## src/hw/pmbus_bank_defs.svh

```systemverilog
// command codes, field layouts, reset values, ranges and timing counts
// assumes it is included by bare name wherever these macros are used
`ifndef PMBUS_BANK_DEFS_SVH
`define PMBUS_BANK_DEFS_SVH
// ----------------------------------------------------------------
// command codes
// ----------------------------------------------------------------
`define CMD_CLEAR_FAULTS 8'h03
`define CMD_OV_REACT     8'h41
`define CMD_OC_TRIP      8'h46
`define CMD_OC_REACT     8'h47
`define CMD_OC_ALERT     8'h4a
`define CMD_OT_TRIP      8'h4f
`define CMD_OT_REACT     8'h50
`define CMD_OT_ALERT     8'h51
`define CMD_VIN_TRIP     8'h55
`define CMD_VIN_REACT    8'h56
`define CMD_GOOD_RISE    8'h5e
`define CMD_GOOD_FALL    8'h5f
`define CMD_TURN_ON_WAIT 8'h60
`define CMD_RAMP_TIME    8'h61
`define CMD_SUMMARY      8'h79
// ----------------------------------------------------------------
// reaction byte layout and fixed fields
// ----------------------------------------------------------------
`define REACT_CODE_HI  7
`define REACT_CODE_LO  6
`define RESTART_HI     5
`define RESTART_LO     3
`define WAIT_HI        2
`define WAIT_LO        0
`define REACT_SHUTDOWN 2'h2
`define REACT_HOLD_OFF 2'h3
`define RESTART_NEVER  3'h0
`define RESTART_ALWAYS 3'h7
`define WAIT_NONE      3'h0
`define VIN_REACT_BYTE 8'hc0
// ----------------------------------------------------------------
// limit ranges (plain integer units) and reset values
// ----------------------------------------------------------------
`define OC_TRIP_MIN  16'h0022
`define OC_TRIP_MAX  16'h0096
`define OC_ALERT_MIN 16'h0019
`define OC_ALERT_MAX 16'h0096
`define OT_TRIP_MIN  16'h0019
`define OT_TRIP_MAX  16'h008c
`define OT_ALERT_MIN 16'h0019
`define OT_ALERT_MAX 16'h007d
`define VIN_TRIP_MIN 16'h0030
`define VIN_TRIP_MAX 16'h005a
`define WAIT_MS_MIN  16'h0000
`define WAIT_MS_MAX  16'h01f4
`define RAMP_MS_MIN  16'h000c
`define RAMP_MS_MAX  16'h01f4
`define OC_TRIP_RST  16'h0064
`define OC_ALERT_RST 16'h005a
`define OT_TRIP_RST  16'h007d
`define OT_ALERT_RST 16'h006e
`define VIN_TRIP_RST 16'h0046
`define WAIT_MS_RST  16'h0000
`define RAMP_MS_RST  16'h000c
// ----------------------------------------------------------------
// summary word bit positions
// ----------------------------------------------------------------
`define SW_VOUT    15
`define SW_IOUT    14
`define SW_INPUT   13
`define SW_PG_N    11
`define SW_BUSY    7
`define SW_OFF     6
`define SW_VOUT_OV 5
`define SW_IOUT_OC 4
`define SW_VIN_UV  3
`define SW_TEMP    2
`define SW_CML     1
// ----------------------------------------------------------------
// frame and timing
// ----------------------------------------------------------------
`define FRAME_BITS    5'd25
`define CMD_BITS      5'd9
`define REF_PERIOD_NS 20
`define LINK_PERIOD_NS 160
`define LINK_HALF     (`LINK_PERIOD_NS / (2 * `REF_PERIOD_NS))
`define REF_MHZ       50
`define MS_CYCLES     (`REF_MHZ * 1000)
`endif

```

## src/hw/pmbus_bank_pkg.sv

```systemverilog
// state types shared by both ends of the limit and reaction link
// assumes the macro header is included by the files that use these types
package pmbus_bank_pkg;
	// device startup sequencer, one-hot
	typedef enum logic [3:0] {
		DEV_OFF  = 4'h1,
		DEV_WAIT = 4'h2,
		DEV_RAMP = 4'h4,
		DEV_ON   = 4'h8
	} dev_state_e;
	// host frame engine, one-hot
	typedef enum logic [2:0] {
		HOST_IDLE  = 3'h1,
		HOST_SHIFT = 3'h2,
		HOST_END   = 3'h4
	} host_state_e;
endpackage

```

## src/hw/pmbus_link_if.sv

```systemverilog
// serial link between the command host and the device register bank
// assumes the bench ties one host end and one device end to one instance
`timescale 1ns/1ps
interface pmbus_link_if;
	logic link_clk;  // bus clock, made by the host
	logic frame_n;   // frame window, active low
	logic host_data; // host to device, msb first
	logic dev_data;  // device to host, read data
	modport host (
		output link_clk,
		output frame_n,
		output host_data,
		input  dev_data
	);
	modport device (
		input  link_clk,
		input  frame_n,
		input  host_data,
		output dev_data
	);
endinterface

```

## src/hw/pmbus_bank_device.sv

```systemverilog
// device end: fault limits, reactions, startup timing and summary word
// assumes the host keeps frames of 25 bits and the user side is synchronous
`timescale 1ns/1ps
`include "pmbus_bank_defs.svh"
module pmbus_bank_device #(
	parameter int MS_CYCLES = `MS_CYCLES // ref cycles per millisecond
) (
	input  wire logic        I_REF_CLK,
	input  wire logic        I_RST_B,
	pmbus_link_if.device     link,
	input  wire logic        I_ON_CMD,    // user asks for output on
	input  wire logic        I_VOUT_OV,   // output over-voltage present
	input  wire logic        I_IOUT_OC,   // output over-current present
	input  wire logic        I_OT,        // over-temperature present
	input  wire logic        I_VIN_OV,    // input over-voltage present
	input  wire logic        I_VIN_UV,    // input under-voltage present
	output logic             O_OUTPUT_EN, // output stage enabled
	output logic             O_RAMPING,   // output rising
	output logic [15:0]      O_OC_TRIP,
	output logic [15:0]      O_OC_ALERT,
	output logic [15:0]      O_OT_TRIP,
	output logic [15:0]      O_OT_ALERT,
	output logic [15:0]      O_VIN_TRIP
);
	initial begin
		if (MS_CYCLES < 1 || MS_CYCLES > 65536)
			$error("MS_CYCLES out of range");
	end
	// ----------------------------------------------------------------
	// state
	// ----------------------------------------------------------------
	typedef struct packed {
		logic [1:0]               clk_s;  // link clock synchroniser
		logic                     clk_d;  // previous synced clock
		logic [1:0]               frm_s;  // frame synchroniser
		logic                     frm_d;  // previous synced frame
		logic [1:0]               dat_s;  // host data synchroniser
		logic [4:0]               nbits;  // bits taken this frame
		logic [24:0]              sh;     // incoming frame
		logic [15:0]              rd;     // outgoing read word
		logic                     miso;   // device data pin
		logic [2:0][2:0]          retry;  // restart policy, ov/oc/ot
		logic [15:0]              oc_trip;
		logic [15:0]              oc_alert;
		logic [15:0]              ot_trip;
		logic [15:0]              ot_alert;
		logic [15:0]              vin_trip;
		logic [15:0]              ton_wait;
		logic [15:0]              ramp;
		logic                     inv_cmd;  // communication flags
		logic                     inv_data;
		pmbus_bank_pkg::dev_state_e st;
		logic [15:0]              sub;    // cycles within a millisecond
		logic [15:0]              ms;     // milliseconds in this phase
		logic                     latch;  // shut down, no restart
		logic                     out_en;
		logic                     rising;
	} dev_s;
	dev_s s;
	dev_s next_s;
	// range test shared by every limit write
	function automatic logic in_range(input logic [15:0] v,
		input logic [15:0] lo, input logic [15:0] hi);
		in_range = (v >= lo) && (v <= hi);
	endfunction
	// reaction byte as read back; every caller passes the shutdown code
	function automatic logic [7:0] react_byte(input logic [1:0] code,
		input logic [2:0] rs);
		react_byte = {code, rs, `WAIT_NONE};
	endfunction
	// ----------------------------------------------------------------
	// next-state logic
	// ----------------------------------------------------------------
	always_comb begin
		logic        rise;
		logic        fend;
		logic [7:0]  cmd;
		logic [15:0] wd;
		logic [15:0] rv;
		logic [15:0] sw;
		logic [1:0]  code;
		logic        set_cmd;
		logic        set_data;
		logic        clr;
		logic        faulted;
		logic        run_ok;
		logic        tick;
		int          idx;
		rise     = 1'b0;
		fend     = 1'b0;
		cmd      = 8'h00;
		wd       = 16'h0000;
		rv       = 16'h0000;
		sw       = 16'h0000;
		code     = `REACT_SHUTDOWN;
		set_cmd  = 1'b0;
		set_data = 1'b0;
		clr      = 1'b0;
		faulted  = 1'b0;
		run_ok   = 1'b0;
		tick     = 1'b0;
		idx      = 0;
		next_s   = s;
		// pins pass two flops before any logic looks at them
		next_s.clk_s = {s.clk_s[0], link.link_clk};
		next_s.frm_s = {s.frm_s[0], link.frame_n};
		next_s.dat_s = {s.dat_s[0], link.host_data};
		next_s.clk_d = s.clk_s[1];
		next_s.frm_d = s.frm_s[1];
		rise = s.clk_s[1] & ~s.clk_d & ~s.frm_s[1];
		fend = s.frm_s[1] & ~s.frm_d;
		// summary word from live fault states and own state
		sw[`SW_VOUT]    = I_VOUT_OV;
		sw[`SW_IOUT]    = I_IOUT_OC;
		sw[`SW_INPUT]   = I_VIN_OV | I_VIN_UV;
		sw[`SW_PG_N]    = (s.st != pmbus_bank_pkg::DEV_ON);
		sw[`SW_BUSY]    = ~s.frm_d;
		sw[`SW_OFF]     = ~s.out_en;
		sw[`SW_VOUT_OV] = I_VOUT_OV;
		sw[`SW_IOUT_OC] = I_IOUT_OC;
		sw[`SW_VIN_UV]  = I_VIN_UV;
		sw[`SW_TEMP]    = I_OT;
		sw[`SW_CML]     = s.inv_cmd | s.inv_data;
		// shift in one bit per link clock rise
		if (rise) begin
			next_s.sh    = {s.sh[23:0], s.dat_s[1]};
			next_s.nbits = s.nbits + 5'd1;
			next_s.miso  = s.rd[15];
			next_s.rd    = {s.rd[14:0], 1'b0};
			if (next_s.nbits == `CMD_BITS) begin
				// command known: load the read word, first bit goes out now
				unique case (next_s.sh[7:0])
				`CMD_OV_REACT:  rv = {8'h00, react_byte(`REACT_SHUTDOWN,
					s.retry[0])};
				`CMD_OC_REACT:  rv = {8'h00, react_byte(`REACT_SHUTDOWN,
					s.retry[1])};
				`CMD_OT_REACT:  rv = {8'h00, react_byte(`REACT_SHUTDOWN,
					s.retry[2])};
				`CMD_VIN_REACT: rv = {8'h00, `VIN_REACT_BYTE};
				`CMD_OC_TRIP:   rv = s.oc_trip;
				`CMD_OC_ALERT:  rv = s.oc_alert;
				`CMD_OT_TRIP:   rv = s.ot_trip;
				`CMD_OT_ALERT:  rv = s.ot_alert;
				`CMD_VIN_TRIP:  rv = s.vin_trip;
				`CMD_TURN_ON_WAIT: rv = s.ton_wait;
				`CMD_RAMP_TIME: rv = s.ramp;
				`CMD_SUMMARY:   rv = sw;
				default:        rv = 16'h0000;
				endcase
				next_s.miso = rv[15];
				next_s.rd   = {rv[14:0], 1'b0};
			end
		end
		// frame over: act on a complete frame only, drop partial ones
		if (fend) begin
			next_s.nbits = 5'd0;
			next_s.miso  = 1'b0;
			cmd = s.sh[23:16];
			wd  = s.sh[15:0];
			if (s.nbits == `FRAME_BITS && s.sh[24]) begin
				// read: unknown commands are flagged, data reads as zero
				unique case (cmd)
				`CMD_OV_REACT, `CMD_OC_REACT, `CMD_OT_REACT,
				`CMD_VIN_REACT, `CMD_OC_TRIP, `CMD_OC_ALERT,
				`CMD_OT_TRIP, `CMD_OT_ALERT, `CMD_VIN_TRIP,
				`CMD_TURN_ON_WAIT, `CMD_RAMP_TIME,
				`CMD_SUMMARY: set_cmd = 1'b0;
				default:      set_cmd = 1'b1;
				endcase
			end else if (s.nbits == `FRAME_BITS) begin
				unique case (cmd)
				`CMD_OV_REACT, `CMD_OC_REACT, `CMD_OT_REACT: begin
					idx = (cmd == `CMD_OV_REACT) ? 0 :
						(cmd == `CMD_OC_REACT) ? 1 : 2;
					// fixed fields must match, retry never or always
					if (wd[15:8] == 8'h00 &&
						wd[`REACT_CODE_HI:`REACT_CODE_LO] == code &&
						wd[`WAIT_HI:`WAIT_LO] == `WAIT_NONE &&
						(wd[`RESTART_HI:`RESTART_LO] == `RESTART_NEVER ||
						wd[`RESTART_HI:`RESTART_LO] == `RESTART_ALWAYS))
						next_s.retry[idx] =
							wd[`RESTART_HI:`RESTART_LO];
					else
						set_data = 1'b1;
				end
				`CMD_OC_TRIP: begin
					if (in_range(wd, `OC_TRIP_MIN, `OC_TRIP_MAX) &&
						wd > s.oc_alert) next_s.oc_trip = wd;
					else set_data = 1'b1;
				end
				`CMD_OC_ALERT: begin
					if (in_range(wd, `OC_ALERT_MIN, `OC_ALERT_MAX) &&
						wd < s.oc_trip) next_s.oc_alert = wd;
					else set_data = 1'b1;
				end
				`CMD_OT_TRIP: begin
					if (in_range(wd, `OT_TRIP_MIN, `OT_TRIP_MAX) &&
						wd > s.ot_alert) next_s.ot_trip = wd;
					else set_data = 1'b1;
				end
				`CMD_OT_ALERT: begin
					if (in_range(wd, `OT_ALERT_MIN, `OT_ALERT_MAX) &&
						wd < s.ot_trip) next_s.ot_alert = wd;
					else set_data = 1'b1;
				end
				`CMD_VIN_TRIP: begin
					if (in_range(wd, `VIN_TRIP_MIN, `VIN_TRIP_MAX))
						next_s.vin_trip = wd;
					else set_data = 1'b1;
				end
				`CMD_TURN_ON_WAIT: begin
					if (in_range(wd, `WAIT_MS_MIN, `WAIT_MS_MAX))
						next_s.ton_wait = wd;
					else set_data = 1'b1;
				end
				`CMD_RAMP_TIME: begin
					if (in_range(wd, `RAMP_MS_MIN, `RAMP_MS_MAX))
						next_s.ramp = wd;
					else set_data = 1'b1;
				end
				// the read-only byte and the summary word refuse every write
				`CMD_VIN_REACT, `CMD_SUMMARY: set_data = 1'b1;
				`CMD_CLEAR_FAULTS: clr = 1'b1;
				default: set_cmd = 1'b1;
				endcase
			end
		end
		// a new error in the clearing cycle survives the clear
		next_s.inv_cmd  = (s.inv_cmd & ~clr) | set_cmd;
		next_s.inv_data = (s.inv_data & ~clr) | set_data;
		// no-restart policy latches off until the user commands off
		faulted = (I_VOUT_OV & (s.retry[0] == `RESTART_NEVER)) |
			(I_IOUT_OC & (s.retry[1] == `RESTART_NEVER)) |
			(I_OT & (s.retry[2] == `RESTART_NEVER));
		next_s.latch = (s.latch & I_ON_CMD) | faulted;
		// any fault but input under-voltage drops the output at the next clock edge, no wait
		run_ok = I_ON_CMD & ~s.latch & ~faulted & ~I_VOUT_OV & ~I_IOUT_OC &
			~I_OT & ~I_VIN_OV;
		tick = (s.sub == 16'(MS_CYCLES - 1));
		next_s.sub = tick ? 16'h0000 : s.sub + 16'h0001;
		next_s.ms  = tick ? s.ms + 16'h0001 : s.ms;
		unique case (s.st)
		pmbus_bank_pkg::DEV_OFF: begin
			next_s.sub = 16'h0000;
			next_s.ms  = 16'h0000;
			if (run_ok) next_s.st = pmbus_bank_pkg::DEV_WAIT;
		end
		pmbus_bank_pkg::DEV_WAIT: begin
			if (s.ms >= s.ton_wait) begin
				next_s.st  = pmbus_bank_pkg::DEV_RAMP;
				next_s.sub = 16'h0000;
				next_s.ms  = 16'h0000;
			end
		end
		pmbus_bank_pkg::DEV_RAMP: begin
			if (s.ms >= s.ramp) next_s.st = pmbus_bank_pkg::DEV_ON;
		end
		pmbus_bank_pkg::DEV_ON: next_s.st = pmbus_bank_pkg::DEV_ON;
		endcase
		// input over-voltage only holds off; startup resumes after it
		if (!run_ok) next_s.st = pmbus_bank_pkg::DEV_OFF;
		next_s.out_en = (next_s.st == pmbus_bank_pkg::DEV_RAMP) ||
			(next_s.st == pmbus_bank_pkg::DEV_ON);
		next_s.rising = (next_s.st == pmbus_bank_pkg::DEV_RAMP);
	end
	// ----------------------------------------------------------------
	// state register; reactions reset to always restart
	// ----------------------------------------------------------------
	always_ff @(posedge I_REF_CLK or negedge I_RST_B) begin
		if (!I_RST_B) begin
			s          <= '0;
			s.clk_s    <= 2'h0;
			s.frm_s    <= 2'h3;
			s.frm_d    <= 1'b1;
			s.dat_s    <= 2'h0;
			s.retry    <= {3{`RESTART_ALWAYS}};
			s.oc_trip  <= `OC_TRIP_RST;
			s.oc_alert <= `OC_ALERT_RST;
			s.ot_trip  <= `OT_TRIP_RST;
			s.ot_alert <= `OT_ALERT_RST;
			s.vin_trip <= `VIN_TRIP_RST;
			s.ton_wait <= `WAIT_MS_RST;
			s.ramp     <= `RAMP_MS_RST;
			s.st       <= pmbus_bank_pkg::DEV_OFF;
		end else begin
			s <= next_s;
		end
	end
	assign link.dev_data = s.miso;
	assign O_OUTPUT_EN   = s.out_en;
	assign O_RAMPING     = s.rising;
	assign O_OC_TRIP     = s.oc_trip;
	assign O_OC_ALERT    = s.oc_alert;
	assign O_OT_TRIP     = s.ot_trip;
	assign O_OT_ALERT    = s.ot_alert;
	assign O_VIN_TRIP    = s.vin_trip;
endmodule

```

## src/flat_wrapper.sv

```systemverilog
// flat-port wrapper written by rule: the top's interface ports become plain ports
module pmbus_bank_device_flat 
#(
	parameter int MS_CYCLES = `MS_CYCLES                              
)
  (I_REF_CLK, I_RST_B, I_ON_CMD, I_VOUT_OV, I_IOUT_OC, I_OT, I_VIN_OV, I_VIN_UV, O_OUTPUT_EN, O_RAMPING, O_OC_TRIP, O_OC_ALERT, O_OT_TRIP, O_OT_ALERT, O_VIN_TRIP, link_link_clk, link_frame_n, link_host_data, link_dev_data);
  pmbus_link_if link_i ();
  input  wire logic I_REF_CLK;
  input  wire logic I_RST_B;
  input  wire logic I_ON_CMD;
  input  wire logic I_VOUT_OV;
  input  wire logic I_IOUT_OC;
  input  wire logic I_OT;
  input  wire logic I_VIN_OV;
  input  wire logic I_VIN_UV;
  output logic O_OUTPUT_EN;
  output logic O_RAMPING;
  output logic [15:0] O_OC_TRIP;
  output logic [15:0] O_OC_ALERT;
  output logic [15:0] O_OT_TRIP;
  output logic [15:0] O_OT_ALERT;
  output logic [15:0] O_VIN_TRIP;
  input wire logic [$bits(link_i.link_clk)-1:0] link_link_clk;
  input wire logic [$bits(link_i.frame_n)-1:0] link_frame_n;
  input wire logic [$bits(link_i.host_data)-1:0] link_host_data;
  output wire logic [$bits(link_i.dev_data)-1:0] link_dev_data;
  assign link_i.link_clk = link_link_clk;
  assign link_i.frame_n = link_frame_n;
  assign link_i.host_data = link_host_data;
  assign link_dev_data = link_i.dev_data;
  pmbus_bank_device #(.MS_CYCLES(MS_CYCLES)) u_core (.I_REF_CLK(I_REF_CLK), .I_RST_B(I_RST_B), .link(link_i), .I_ON_CMD(I_ON_CMD), .I_VOUT_OV(I_VOUT_OV), .I_IOUT_OC(I_IOUT_OC), .I_OT(I_OT), .I_VIN_OV(I_VIN_OV), .I_VIN_UV(I_VIN_UV), .O_OUTPUT_EN(O_OUTPUT_EN), .O_RAMPING(O_RAMPING), .O_OC_TRIP(O_OC_TRIP), .O_OC_ALERT(O_OC_ALERT), .O_OT_TRIP(O_OT_TRIP), .O_OT_ALERT(O_OT_ALERT), .O_VIN_TRIP(O_VIN_TRIP));
endmodule
```

## config.mk

```make
export PLATFORM = sky130hd
export DESIGN_NAME = pmbus_bank_device_flat
export DESIGN_NICKNAME = d
export VERILOG_FILES = /design/src/hw/pmbus_bank_pkg.sv /design/src/hw/pmbus_link_if.sv /design/src/hw/pmbus_bank_device.sv /design/src/flat_wrapper.sv
export VERILOG_INCLUDE_DIRS = /design/src /design/src/hw
export SDC_FILE = /design/constraint.sdc
export NUM_CORES = 1
export LEC_CHECK = 0
export BUFFER_PORTS_ARGS = -buffer_cell sky130_fd_sc_hd__buf_2
export CAP_MARGIN = 15
export CORE_UTILIZATION = 60
export CTS_CLUSTER_DIAMETER = 50
export DETAILED_ROUTE_END_ITERATION = 6
export PLACE_DENSITY = 0.82
export SLEW_MARGIN = 20
export SYNTH_ARGS = -nofsm -noshare
export SYNTH_HDL_FRONTEND = slang
export SYNTH_SLANG_ARGS = --single-unit
```

## constraint.sdc

```tcl
create_clock -name I_REF_CLK -period 3.4 [get_ports I_REF_CLK]
set_input_delay 0.34 -clock I_REF_CLK [delete_from_list [all_inputs] [get_ports I_REF_CLK]]
set_output_delay 0.34 -clock I_REF_CLK [all_outputs]
set_load 0.05 [all_outputs]
```

# Yosys cells after proc, flatten, opt, wreduce, memory -nomap -nowiden
# Index checks and enable logic that the tools add are counted.
[word_totals]
regBits = 217
inputBits = 11
out_inout_bits = 83
elab_cells = 212
[classes]
addsub = 3
n_lt_le_gt_ge = 18
n_eq_ne = 37
muxes = 56
n_bitwise = 34
reduce_logical = 37
[ops]
columns = ["operator", "count"]
rows = [
  ["$mux 16", 16],
  ["$mux 121", 2],
  ["$eq 8x7->1 const B", 24],
  ["$pmux 16 s12", 1],
  ["$mux 122", 1],
  ["$pmux 32 s2", 1],
  ["$mux 47", 1],
  ["$reduce_and 5->1", 8],
  ["$mux 36", 1],
  ["$add 16x1->16 const B", 2],
  ["$ge 16x16->1", 2],
  ["$ge 16x6->1 const B", 2],
  ["$ge 32x1->1 const B", 1],
  ["$gt 16x16->1", 2],
  ["$le 16x7->1 const B", 2],
  ["$le 16x8->1 const B", 2],
  ["$lt 16x16->1", 2],
  ["$lt 32x4->1 const B", 1],
  ["$mux 32", 1],
  ["$mux 1", 20],
  ["$mux 9", 2],
  ["$mux 17", 1],
  ["$eq 16x16->1 const B", 1],
  ["$ge 16x1->1 const B", 1],
  ["34 further kinds", 88],
]

# Logic depth before layout (Yosys ltp)
# Gate-level depths: netlist of the first run.
[depth]
depth_word = 13
mapped_depth = 13

# Worst setup path before layout of the first run
# Ideal clock, no wire load.
[synth_timing]
path_kind = "register -> register"
from = "register u_core.s[188] (netlist bit)"
to = "register u_core.s (netlist bit u_core.O_OT_ALERT[4])"
arrival_time_ns = 2.621
required_ns = 3.272
setup_slack_ns = 0.651
stages_incl_launch_ff = 9
path_buffers = 1
cell_sequence = "dfrtp_1 > ha_1 > a21o_1 > a221o_1 > a2111o_1 > a2111oi_2 > buf_4 > nand2_4 > mux2_1"
[synth_between]
elab_chain_len = 4
word_cells_on_any_way = 6
cone_classes = "3 x order compare; 3 x reduce/logical"
[synth_lines]
columns = ["element", "line", "text"]
rows = [
  ["start: declaration", "pmbus_bank_device.sv:59", "dev_s s;"],
  ["start signal: assignment", "pmbus_bank_device.sv:286", "s <= next_s;"],
  ["$ge 16x5->1 or $le 16x7->1 (tied branches)", "pmbus_bank_device.sv:64", "in_range = (v >= lo) && (v <= hi);"],
  ["$logic_and 1x1->1", "pmbus_bank_device.sv:64", ""],
  ["$logic_and 1x1->1 (*)", "pmbus_bank_device.sv:202", "if (in_range(wd, `OT_ALERT_MIN, `OT_ALERT_MAX) &&"],
  ["$reduce_and 5->1 (no line) (*)", "-", ""],
]
# Every way passes the cells marked *; elsewhere a longest branch is shown, timed or not.
# A chain may end at the register's enable or synchronous reset.

==> results.toml, run 1 <==
[detailed_routing]
routedWlPerCell_um = 20.6
top_layer_used = "met4"
vias = 10300
dr.pass1.iters = 6
wl_met2_mm = 15.1
wl_met3_mm = 2.91
drc = 0
routed_wl_mm = 34.0
postRouteAntennaNets = 0
wl_met1_mm = 14.7
drt_iter0_markers = 902
drt-vias-per-instance = 6.28

[timing]
fin_setup_tns_ps = 0
setup_ws_ps = 350
hold_viol_final = 0
maxSlewViolCount = 0
skew_ps = 11.4
finalCritPeriodShare = 0.897
timing.fmax_ghz = 0.328
rsz0062_at_grt = "no"
tightestPinTransition_ps = 941
relSlewSlack = 0.370
fin_crit_ps = 3050
setup_viol = 0

[cts]
cts_made_buffers = 26
clockBufferDepth = 3
post_cts_resized = 0
cts_tree = "yes"
cts.sinks = 216
path_clk_slew_ps = 60
cts_htree_levels = 1
clk_latency_ps = 530
post_cts_buffers = 0
postCtsHoldBufs = 4
root_buffer = "clkbuf_16"

[global_routing]
grt_start_max_net_pins = 84
grt_pass1_wl_mm = 54.5
first_global_vias = 10100
globalRouteTotalUtil = 0.318
overflow = 0
antenna_found_initial = 0

[synthesis]
avgSynthCellArea_um2 = 9.63
yosys-top-cells-area = "dfrtp_1 (35%), ha_1 (9.7%), dfstp_2 (7.4%)"
synthTopCellsByCount = "dfrtp_1 (180), nand2_1 (144), inv_1 (103), ha_1 (99), buf_4 (83)"
synth_edf_count = 0
synth_most_common_cell = "dfrtp_1"
synth_nets = 1439
synth_top_area_share = 0.352
syn-cell-area_um2 = 12800
syn_inst = 1329
ys_ff_latch = 216
ys_warn_count = 0
ys_seq_area_frac = 0.426
yosysTopAreaCell = "dfrtp_1"
synth_ff_type = "dfrtp_1"
async_reset_ff_frac = 1.00
synth_cell_type_count = 76

[setup_path]
path_depth = 10
cp-start-kind = "flip-flop"
slowest_stage = "dfrtp_1"
cpPeakStageDelay_ps = 530
crit_path_cell_trace = "ha_1, a21o_1, a221o_1, a2111o_1, a2111oi_2, buf_4, nor2_1, a41oi_1, a311o_1, nand3_1"
critPathBufInv = 1
cp-end-kind = "flip-flop"
rrSetupSlack_ps = 350
worstPathRequired_ps = 3800
crit_type = "flip-flop to flip-flop"
cp_max_fo = 11
r2r_cells = 10
path_delay_family = "compound AO/OA/AOI/OAI gates"
cp_data_arrival_time_ps = 3450

[status]
outcome = "finished, final reports clean"

[layout]
nNetsFinal = 1463
drive_above_1_share = 0.202
antennaDiodeCount = 0
fin_area_um2 = 14000
area_growth_pct = 9.76
nFillCells = 1622
fin_util = 0.670
final_cells = 1648

[power]
power_leakage_nw = 6.58
cellPowerDensity_nw_per_um2 = 479
irDropWorstVdd_uv = 492

[place]
placedCellCount = 1596
io_buffers = 93
finalWeightedCongestion = 0.932
pre_cts_ws_ps = 410
placed_area_um2 = 13100
dp_hpwl_mm = 24.4

[die]
rows = 53
placeableCoreArea_um2 = 21000
start_util = 0.610
pin_count = 94
die_y_um = 148
die-area_um2 = 21900
die_w_um = 148

[worst_hold_path]
min_path_type = "input pin to flip-flop"
hold_path_depth = 2

[job]
max-cap-violations = 0
-- through the flow --
stage | total power, W | hold WS [ps]
global route | 0.00698 | 74.2
floorplan | 0.00344 | 44.4
global placement | 0.00377 | 334
finish | 0.00673 | 66.7
CTS | 0.00673 | 54.6
detailed placement | 0.00380 | 343
-- layout make-up --
cell class | instances | area [um^2] | area share
repair buffers | 136 | 821 | 0.0585
well taps | 275 | 344 | 0.0245
clock inverters | 18 | 208 | 0.0148
multi-input cells | 869 | 6110 | 0.435
inverters | 104 | 390 | 0.0278
flip-flops and latches | 216 | 5450 | 0.388
clock buffers | 30 | 717 | 0.0511
-- layer usage --
layer / global-route usage / up-vias
met4: 0.138 / 0
met3: 0.0494 / 94
li1: - / 4650
met5: 0 / -
met1: 0.457 / 5060
met2: 0.476 / 544
-- final timing paths --
check / from / endpoint
setup reg to reg: u_core.s[188]$_DFFE_PN0P_ / u_core.s[39]$_DFF_PN0_
max in group asynchronous: I_RST_B / u_core.next_s[211]$_DFF_PN1_
hold / removal: I_ON_CMD / u_core.s[2]$_DFF_PN0_
min in group asynchronous: I_RST_B / u_core.s[11]$_DFF_PN0_
setup / recovery: u_core.s[188]$_DFFE_PN0P_ / u_core.s[39]$_DFF_PN0_
hold reg to reg: u_core.next_s[210]$_DFF_PN0_ / u_core.s[210]$_DFF_PN0_
-- registers in the layout, indices dropped and copies added, names as in the netlist, named ones only --
register,count
u_core.next_s,5
u_core.O_OUTPUT_EN,1
u_core.O_OT_TRIP,16
u_core.s,119
u_core.link.dev_data,1
u_core.O_OC_ALERT,16
u_core.O_OC_TRIP,16
u_core.O_RAMPING,1
u_core.O_OT_ALERT,16
u_core.O_VIN_TRIP,16
-- report_power, final --
part / total, W / switching, W / internal [W] / leakage, nW
registers: 0.00273 / 0.0000995 / 0.00263 / 2.86
clock network: 0.00293 / 0.00117 / 0.00177 / 0.452
logic: 0.00106 / 0.000663 / 0.000400 / 3.26
total: 0.00673 / 0.00193 / 0.00480 / 6.58
-- cells by family after synthesis --
kind of cell / count (synthesis) / share of synthesized area
adder cells (fa/ha/maj): 99 / 0.0968
flip-flops: 216 / 0.426
XOR/XNOR: 34 / 0.0233
multiplexers: 54 / 0.0495
buffers and inverters: 244 / 0.0978
AND/OR/NAND/NOR: 411 / 0.166
AO/OA/AOI/OAI: 271 / 0.141
-- cell usage in the layout (no fill, tap or decap), types with 4 or more instances in the layout --
cell type and count:
inv_6 6, a21oi_1 66, buf_2 92, xnor2_1 20
a22oi_1 27, a31oi_1 23, or3_1 4, nand2b_1 17
ha_1 99, inv_1 103, mux2_1 11, dfrtp_1 180
clkinv_4 4, a222oi_1 5, mux2_4 7, a22o_1 7
and3_1 18, nor4_4 4, nor4_1 9, a21o_1 18
nor3_1 22, clkbuf_16 27, nand3_1 30, dfstp_2 36
a211oi_1 9, dlygate4sd3_1 4, nand4_1 21, o21ai_1 20
nand2_1 144, a221oi_1 14, and2_1 26, o21ai_0 43
a2111o_1 4, xor2_1 14, nor4b_1 7, nor2_1 75
or4_1 5, buf_4 38, mux2_2 35
(Power assumes the default switching activity.)
==> run 2, diff against run 1 <==
Settings changed: RECOVER_POWER set to 25.
==> results.toml, run 2 (same netlist as run 1, synthesis figures left out) <==
[die]
placeableCoreArea_um2 = 21000
die-area_um2 = 21900
start_util = 0.610
die_w_um = 148
die_y_um = 148
pin_count = 94
rows = 53

[place]
io_buffers = 93
dp_hpwl_mm = 24.4
placed_area_um2 = 13100
placedCellCount = 1596
finalWeightedCongestion = 0.932
pre_cts_ws_ps = 410

[layout]
nFillCells = 1622
final_cell_mix = "dfrtp_1 (180), nand2_1 (144), inv_1 (103)"
top_register = "u_core.s"
fin_area_um2 = 14000
largest_register_ffs = 119
seqCellArea_um2 = 5450
area_growth_pct = 9.66
nNetsFinal = 1463
final_common_cell = "dfrtp_1"
multi_input_comb_area_um2 = 6110
drive_above_1_share = 0.201
antennaDiodeCount = 0
final_cells = 1648

[global_routing]
grt_start_max_net_pins = 84
first_global_vias = 10100
overflow = 0
antenna_found_initial = 0
globalRouteTotalUtil = 0.318
grt_pass1_wl_mm = 54.5

[detailed_routing]
dr.pass1.iters = 5
routedWlPerCell_um = 20.6
drt-vias-per-instance = 6.21
drt_iter0_markers = 960
routed_wl_mm = 34.0
drc = 0
vias = 10200
postRouteAntennaNets = 0

[timing]
fin_crit_ps = 3050
setup_ws_ps = 354
rsz0062_at_grt = "no"
hold_viol_final = 0
tightestPinTransition_ps = 2140
skew_ps = 10.5
relSlewSlack = -0.428
fin_setup_tns_ps = 0
finalCritPeriodShare = 0.896
timing.fmax_ghz = 0.328
setup_viol = 0
maxSlewViolCount = 83

[setup_path]
cp-end-kind = "flip-flop"
r2r_start = "u_core.s[188]$_DFFE_PN0P_"
crit_type = "flip-flop to flip-flop"
cp_data_arrival_time_ps = 3450
worstPathRequired_ps = 3800
cp_max_fo = 11
rrSetupSlack_ps = 350
cp-start-kind = "flip-flop"
r2r_cells = 10
r2r_end = "u_core.s[39]$_DFF_PN0_"

[job]
max-cap-violations = 1

[cts]
postCtsHoldBufs = 4
cts.sinks = 216
cts_htree_levels = 1
cts_made_buffers = 26
clockBufferDepth = 3
clk_latency_ps = 530
post_cts_resized = 0
post_cts_buffers = 0
path_clk_slew_ps = 60
cts_tree = "yes"
root_buffer = "clkbuf_16"

[power]
power_leakage_nw = 6.57
irDropWorstVdd_uv = 494
cellPowerDensity_nw_per_um2 = 480

[status]
violations = "capacitance limit, slew limit"
outcome = "complete, but fails checks"

[worst_hold_path]
hold_path_depth = 2
min_path_type = "input pin to flip-flop"
holdPathEnd = "u_core.s[2]$_DFF_PN0_"
worstHoldStart = "I_ON_CMD"
-- run 2: per-stage QoR --
stage | utilization | hold slack (ps) | total power, W
floorplan | - | 44.4 | 0.00344
global placement | 0.624 | 334 | 0.00377
detailed placement | 0.624 | 343 | 0.00380
CTS | 0.670 | 54.6 | 0.00673
global route | 0.669 | 74.2 | 0.00697
finish | 0.669 | 66.0 | 0.00673
-- run 2: cell type report --
type                            instances  area share
Clock buffer                           30      0.0511
Clock inverter                         18      0.0148
Inverter                              104      0.0278
Multi-Input combinational cell        869       0.436
Sequential cell                       216       0.389
Tap cell                              275      0.0245
Timing Repair Buffer                  136      0.0576
-- run 2: worst max-delay path by stage --
stage,from,endpoint,slack [ps],depth (start not counted)
6_report,u_core.s[188]$_DFFE_PN0P_,u_core.s[39]$_DFF_PN0_,350,10
5_1_grt,u_core.next_s[211]$_DFF_PN1_,u_core.O_OC_ALERT[7]$_DFFE_PN0P_,220,8
4_1_cts,u_core.s[188]$_DFFE_PN0P_,u_core.s[39]$_DFF_PN0_,390,10
3_5_place_dp,u_core.s[188]$_DFFE_PN0P_,u_core.s[39]$_DFF_PN0_,410,10
3_3_place_gp,u_core.O_OT_TRIP[9]$_DFFE_PN0P_,u_core.s[39]$_DFF_PN0_,510,11
2_1_floorplan,u_core.s[188]$_DFFE_PN0P_,u_core.O_OT_ALERT[4]$_DFFE_PN0P_,650,8
-- run 2: routing by layer --
metal  vias up  global-route usage  routed length, um
met5         -                   0                  0
met4         0               0.138               1280
met3        88              0.0494               2840
met2       520               0.476              15100
met1      4973               0.457              14800
li1       4655                   -                  -
-- run 2: power breakdown --
group	total [W]	internal, W	switching, W
Combinational	0.00106	0.000399	0.000664
Clock	0.00293	0.00177	0.00117
Sequential	0.00273	0.00263	0.0000982
Total	0.00673	0.00480	0.00193
-- run 2: worst max-delay path: stages, from the launching register on --
cell and delay [ps]:
dfrtp_1 530, ha_1 320, a21o_1 190, a221o_1 330, a2111o_1 420, a2111oi_2 380, buf_4 260, nor2_1 50
a41oi_1 180, a311o_1 190, nand3_1 60
==> run 3, diff against run 2 <==
Settings changed: CORE_UTILIZATION 60 to 55, PLACE_DENSITY 0.82 to 0.8.
Clock period 3.4 ns to 2.78 ns, I/O delays scaled along.
==> results.toml, run 3 (same netlist as run 1, synthesis figures left out) <==
[status]
outcome = "finished, final reports clean"

[setup_path]
path_delay_family = "simple AND/OR/NAND/NOR gates"
rrSetupSlack_ps = 40
cp_data_arrival_time_ps = 3140
crit_type = "flip-flop to flip-flop"
cpPeakStageDelay_ps = 420
slowest_stage = "dfrtp_1"
r2r_cells = 8
r2r_start = "u_core.s[188]$_DFFE_PN0P_"
crit_path_cell_trace = "buf_4, nor4_4, buf_4, nand2_1, a31oi_1, and4b_1, nand2_1, mux2_2"
cp_max_fo = 10
r2r_end = "u_core.s[60]$_DFFE_PN0P_"
path_depth = 8
worstPathRequired_ps = 3180
critPathBufInv = 2
cp-start-kind = "flip-flop"
cp-end-kind = "flip-flop"

[layout]
final_cells = 1722
area_growth_pct = 14.7
antennaDiodeCount = 0
top_register = "u_core.s"
fin_util = 0.646
nNetsFinal = 1527
largest_register_ffs = 119
final_common_cell = "dfrtp_1"
drive_above_1_share = 0.246
final_cell_mix = "dfrtp_1 (177), nand2_1 (144), inv_1 (103)"

[cts]
clockBufferDepth = 3
cts_tree = "yes"
cts.sinks = 216
cts_made_buffers = 26
root_buffer = "clkbuf_16"
cts_htree_levels = 1
path_clk_slew_ps = 60
clk_latency_ps = 530

[timing]
skew_ps = 19.2
hold_viol_final = 0
setup_viol = 0
tightestPinTransition_ps = 1280
fin_crit_ps = 2740
timing.fmax_ghz = 0.365
rsz0062_at_grt = "yes"
setup_ws_ps = 40.0
maxSlewViolCount = 0
relSlewSlack = 0.145
finalCritPeriodShare = 0.986

[die]
die_y_um = 155
rows = 55
pin_count = 94
die-area_um2 = 23900
start_util = 0.563
die_w_um = 155
placeableCoreArea_um2 = 22700

[power]
power_w = 0.00829
power_leakage_nw = 6.91
cellPowerDensity_nw_per_um2 = 565
irDropWorstVdd_uv = 437

[job]
max-cap-violations = 0

[worst_hold_path]
hold_path_depth = 0
min_path_type = "flip-flop to flip-flop"
holdPathEnd = "u_core.s[210]$_DFF_PN0_"
worstHoldStart = "u_core.next_s[210]$_DFF_PN0_"

[detailed_routing]
drt-vias-per-instance = 6.09
drt_iter0_markers = 995
routedWlPerCell_um = 20.2
dr.pass1.iters = 7
vias = 10500
routed_wl_mm = 34.8
postRouteAntennaNets = 0
drc = 0

[place]
finalWeightedCongestion = 0.962
dp_hpwl_mm = 25.6
io_buffers = 93
placedCellCount = 1666
pre_cts_ws_ps = -119

[global_routing]
overflow = 0
grt_pass1_wl_mm = 55.1
antenna_found_initial = 1
globalRouteTotalUtil = 0.294
first_global_vias = 10100
grt_start_max_net_pins = 93
run 3: cell types whose count changed in the layout (fill, tap and decap cells not counted), moves of 3 or more:
cell       change
dfrtp_2        +3
clkinv_2       +3
clkbuf_1       +4
a2111oi_4      +3
buf_4         +59
inv_6          -4
buf_12         +4
dfrtp_1        -3
run 3: how the worst max path moves through the flow:
stage / startpoint / end / slack [ps]
after floorplan: u_core.s[188]$_DFFE_PN0P_ / u_core.O_OT_ALERT[4]$_DFFE_PN0P_ / 30
after global placement: u_core.s[188]$_DFFE_PN0P_ / u_core.s[39]$_DFF_PN0_ / 50
after detailed placement: u_core.s[3]$_DFF_PN0_ / u_core.O_RAMPING$_DFF_PN0_ / -120
after CTS: u_core.s[188]$_DFFE_PN0P_ / u_core.s[39]$_DFF_PN0_ / 10
after global routing: u_core.s[188]$_DFFE_PN0P_ / u_core.O_OT_TRIP[1]$_DFFE_PN0P_ / -40
final: u_core.s[188]$_DFFE_PN0P_ / u_core.s[60]$_DFFE_PN0P_ / 40
run 3: routing by layer:
| layer | part of all wire | global-route usage | wire, um | vias to the layer above |
|---|---|---|---|---|
| met5 | 0.00026 | 0 | 9 | - |
| met4 | 0.028 | 0.0976 | 975 | 2 |
| met3 | 0.087 | 0.0549 | 3030 | 71 |
| met2 | 0.46 | 0.464 | 15900 | 511 |
| met1 | 0.43 | 0.409 | 14900 | 5107 |
| li1 | - | - | - | 4789 |
run 3: area by class of cell:
type                            count  area [um^2]
Clock buffer                       34          732
Clock inverter                     14          140
Fill cell                        1784         8040
Inverter                          104          390
Multi-Input combinational cell    869         6240
Sequential cell                   216         5450
Tap cell                          285          357
Timing Repair Buffer              200         1350
run 3: per-stage QoR:
stage / hold slack [ps] / setup TNS, ps / instance area (um^2)
2_1_floorplan: -17.6 / 0 / 12800
3_3_place_gp: 332 / 0 / 13600
3_5_place_dp: 338 / -119 / 13600
4_1_cts: 242 / 0 / 14500
5_1_grt: 362 / -228 / 14700
6_report: 341 / 0 / 14700
run 3: repair_timing:
| action | CTS | global route |
|---|---|---|
| endpoints found under the hold margin | 74 | 0 |
| setup buffers | 0 | 3 |
| resized for setup | 3 | 22 |
| hold buffers | 5 | 0 |
| endpoints found under the setup margin | 1 | 51 |
| pin swaps | 0 | 13 |
run 3: power breakdown:
part           switching (W)  total [W]  internal, W
Clock                0.00138    0.00343      0.00205
Sequential         0.0000940    0.00332      0.00322
Combinational       0.000900    0.00154     0.000640
run 3: worst register-to-register path: stages (launching register included):
cell,delay [ps]
dfrtp_1,420
buf_4,180
nor4_4,380
buf_4,180
nand2_1,40
a31oi_1,280
and4b_1,380
nand2_1,360
mux2_2,390
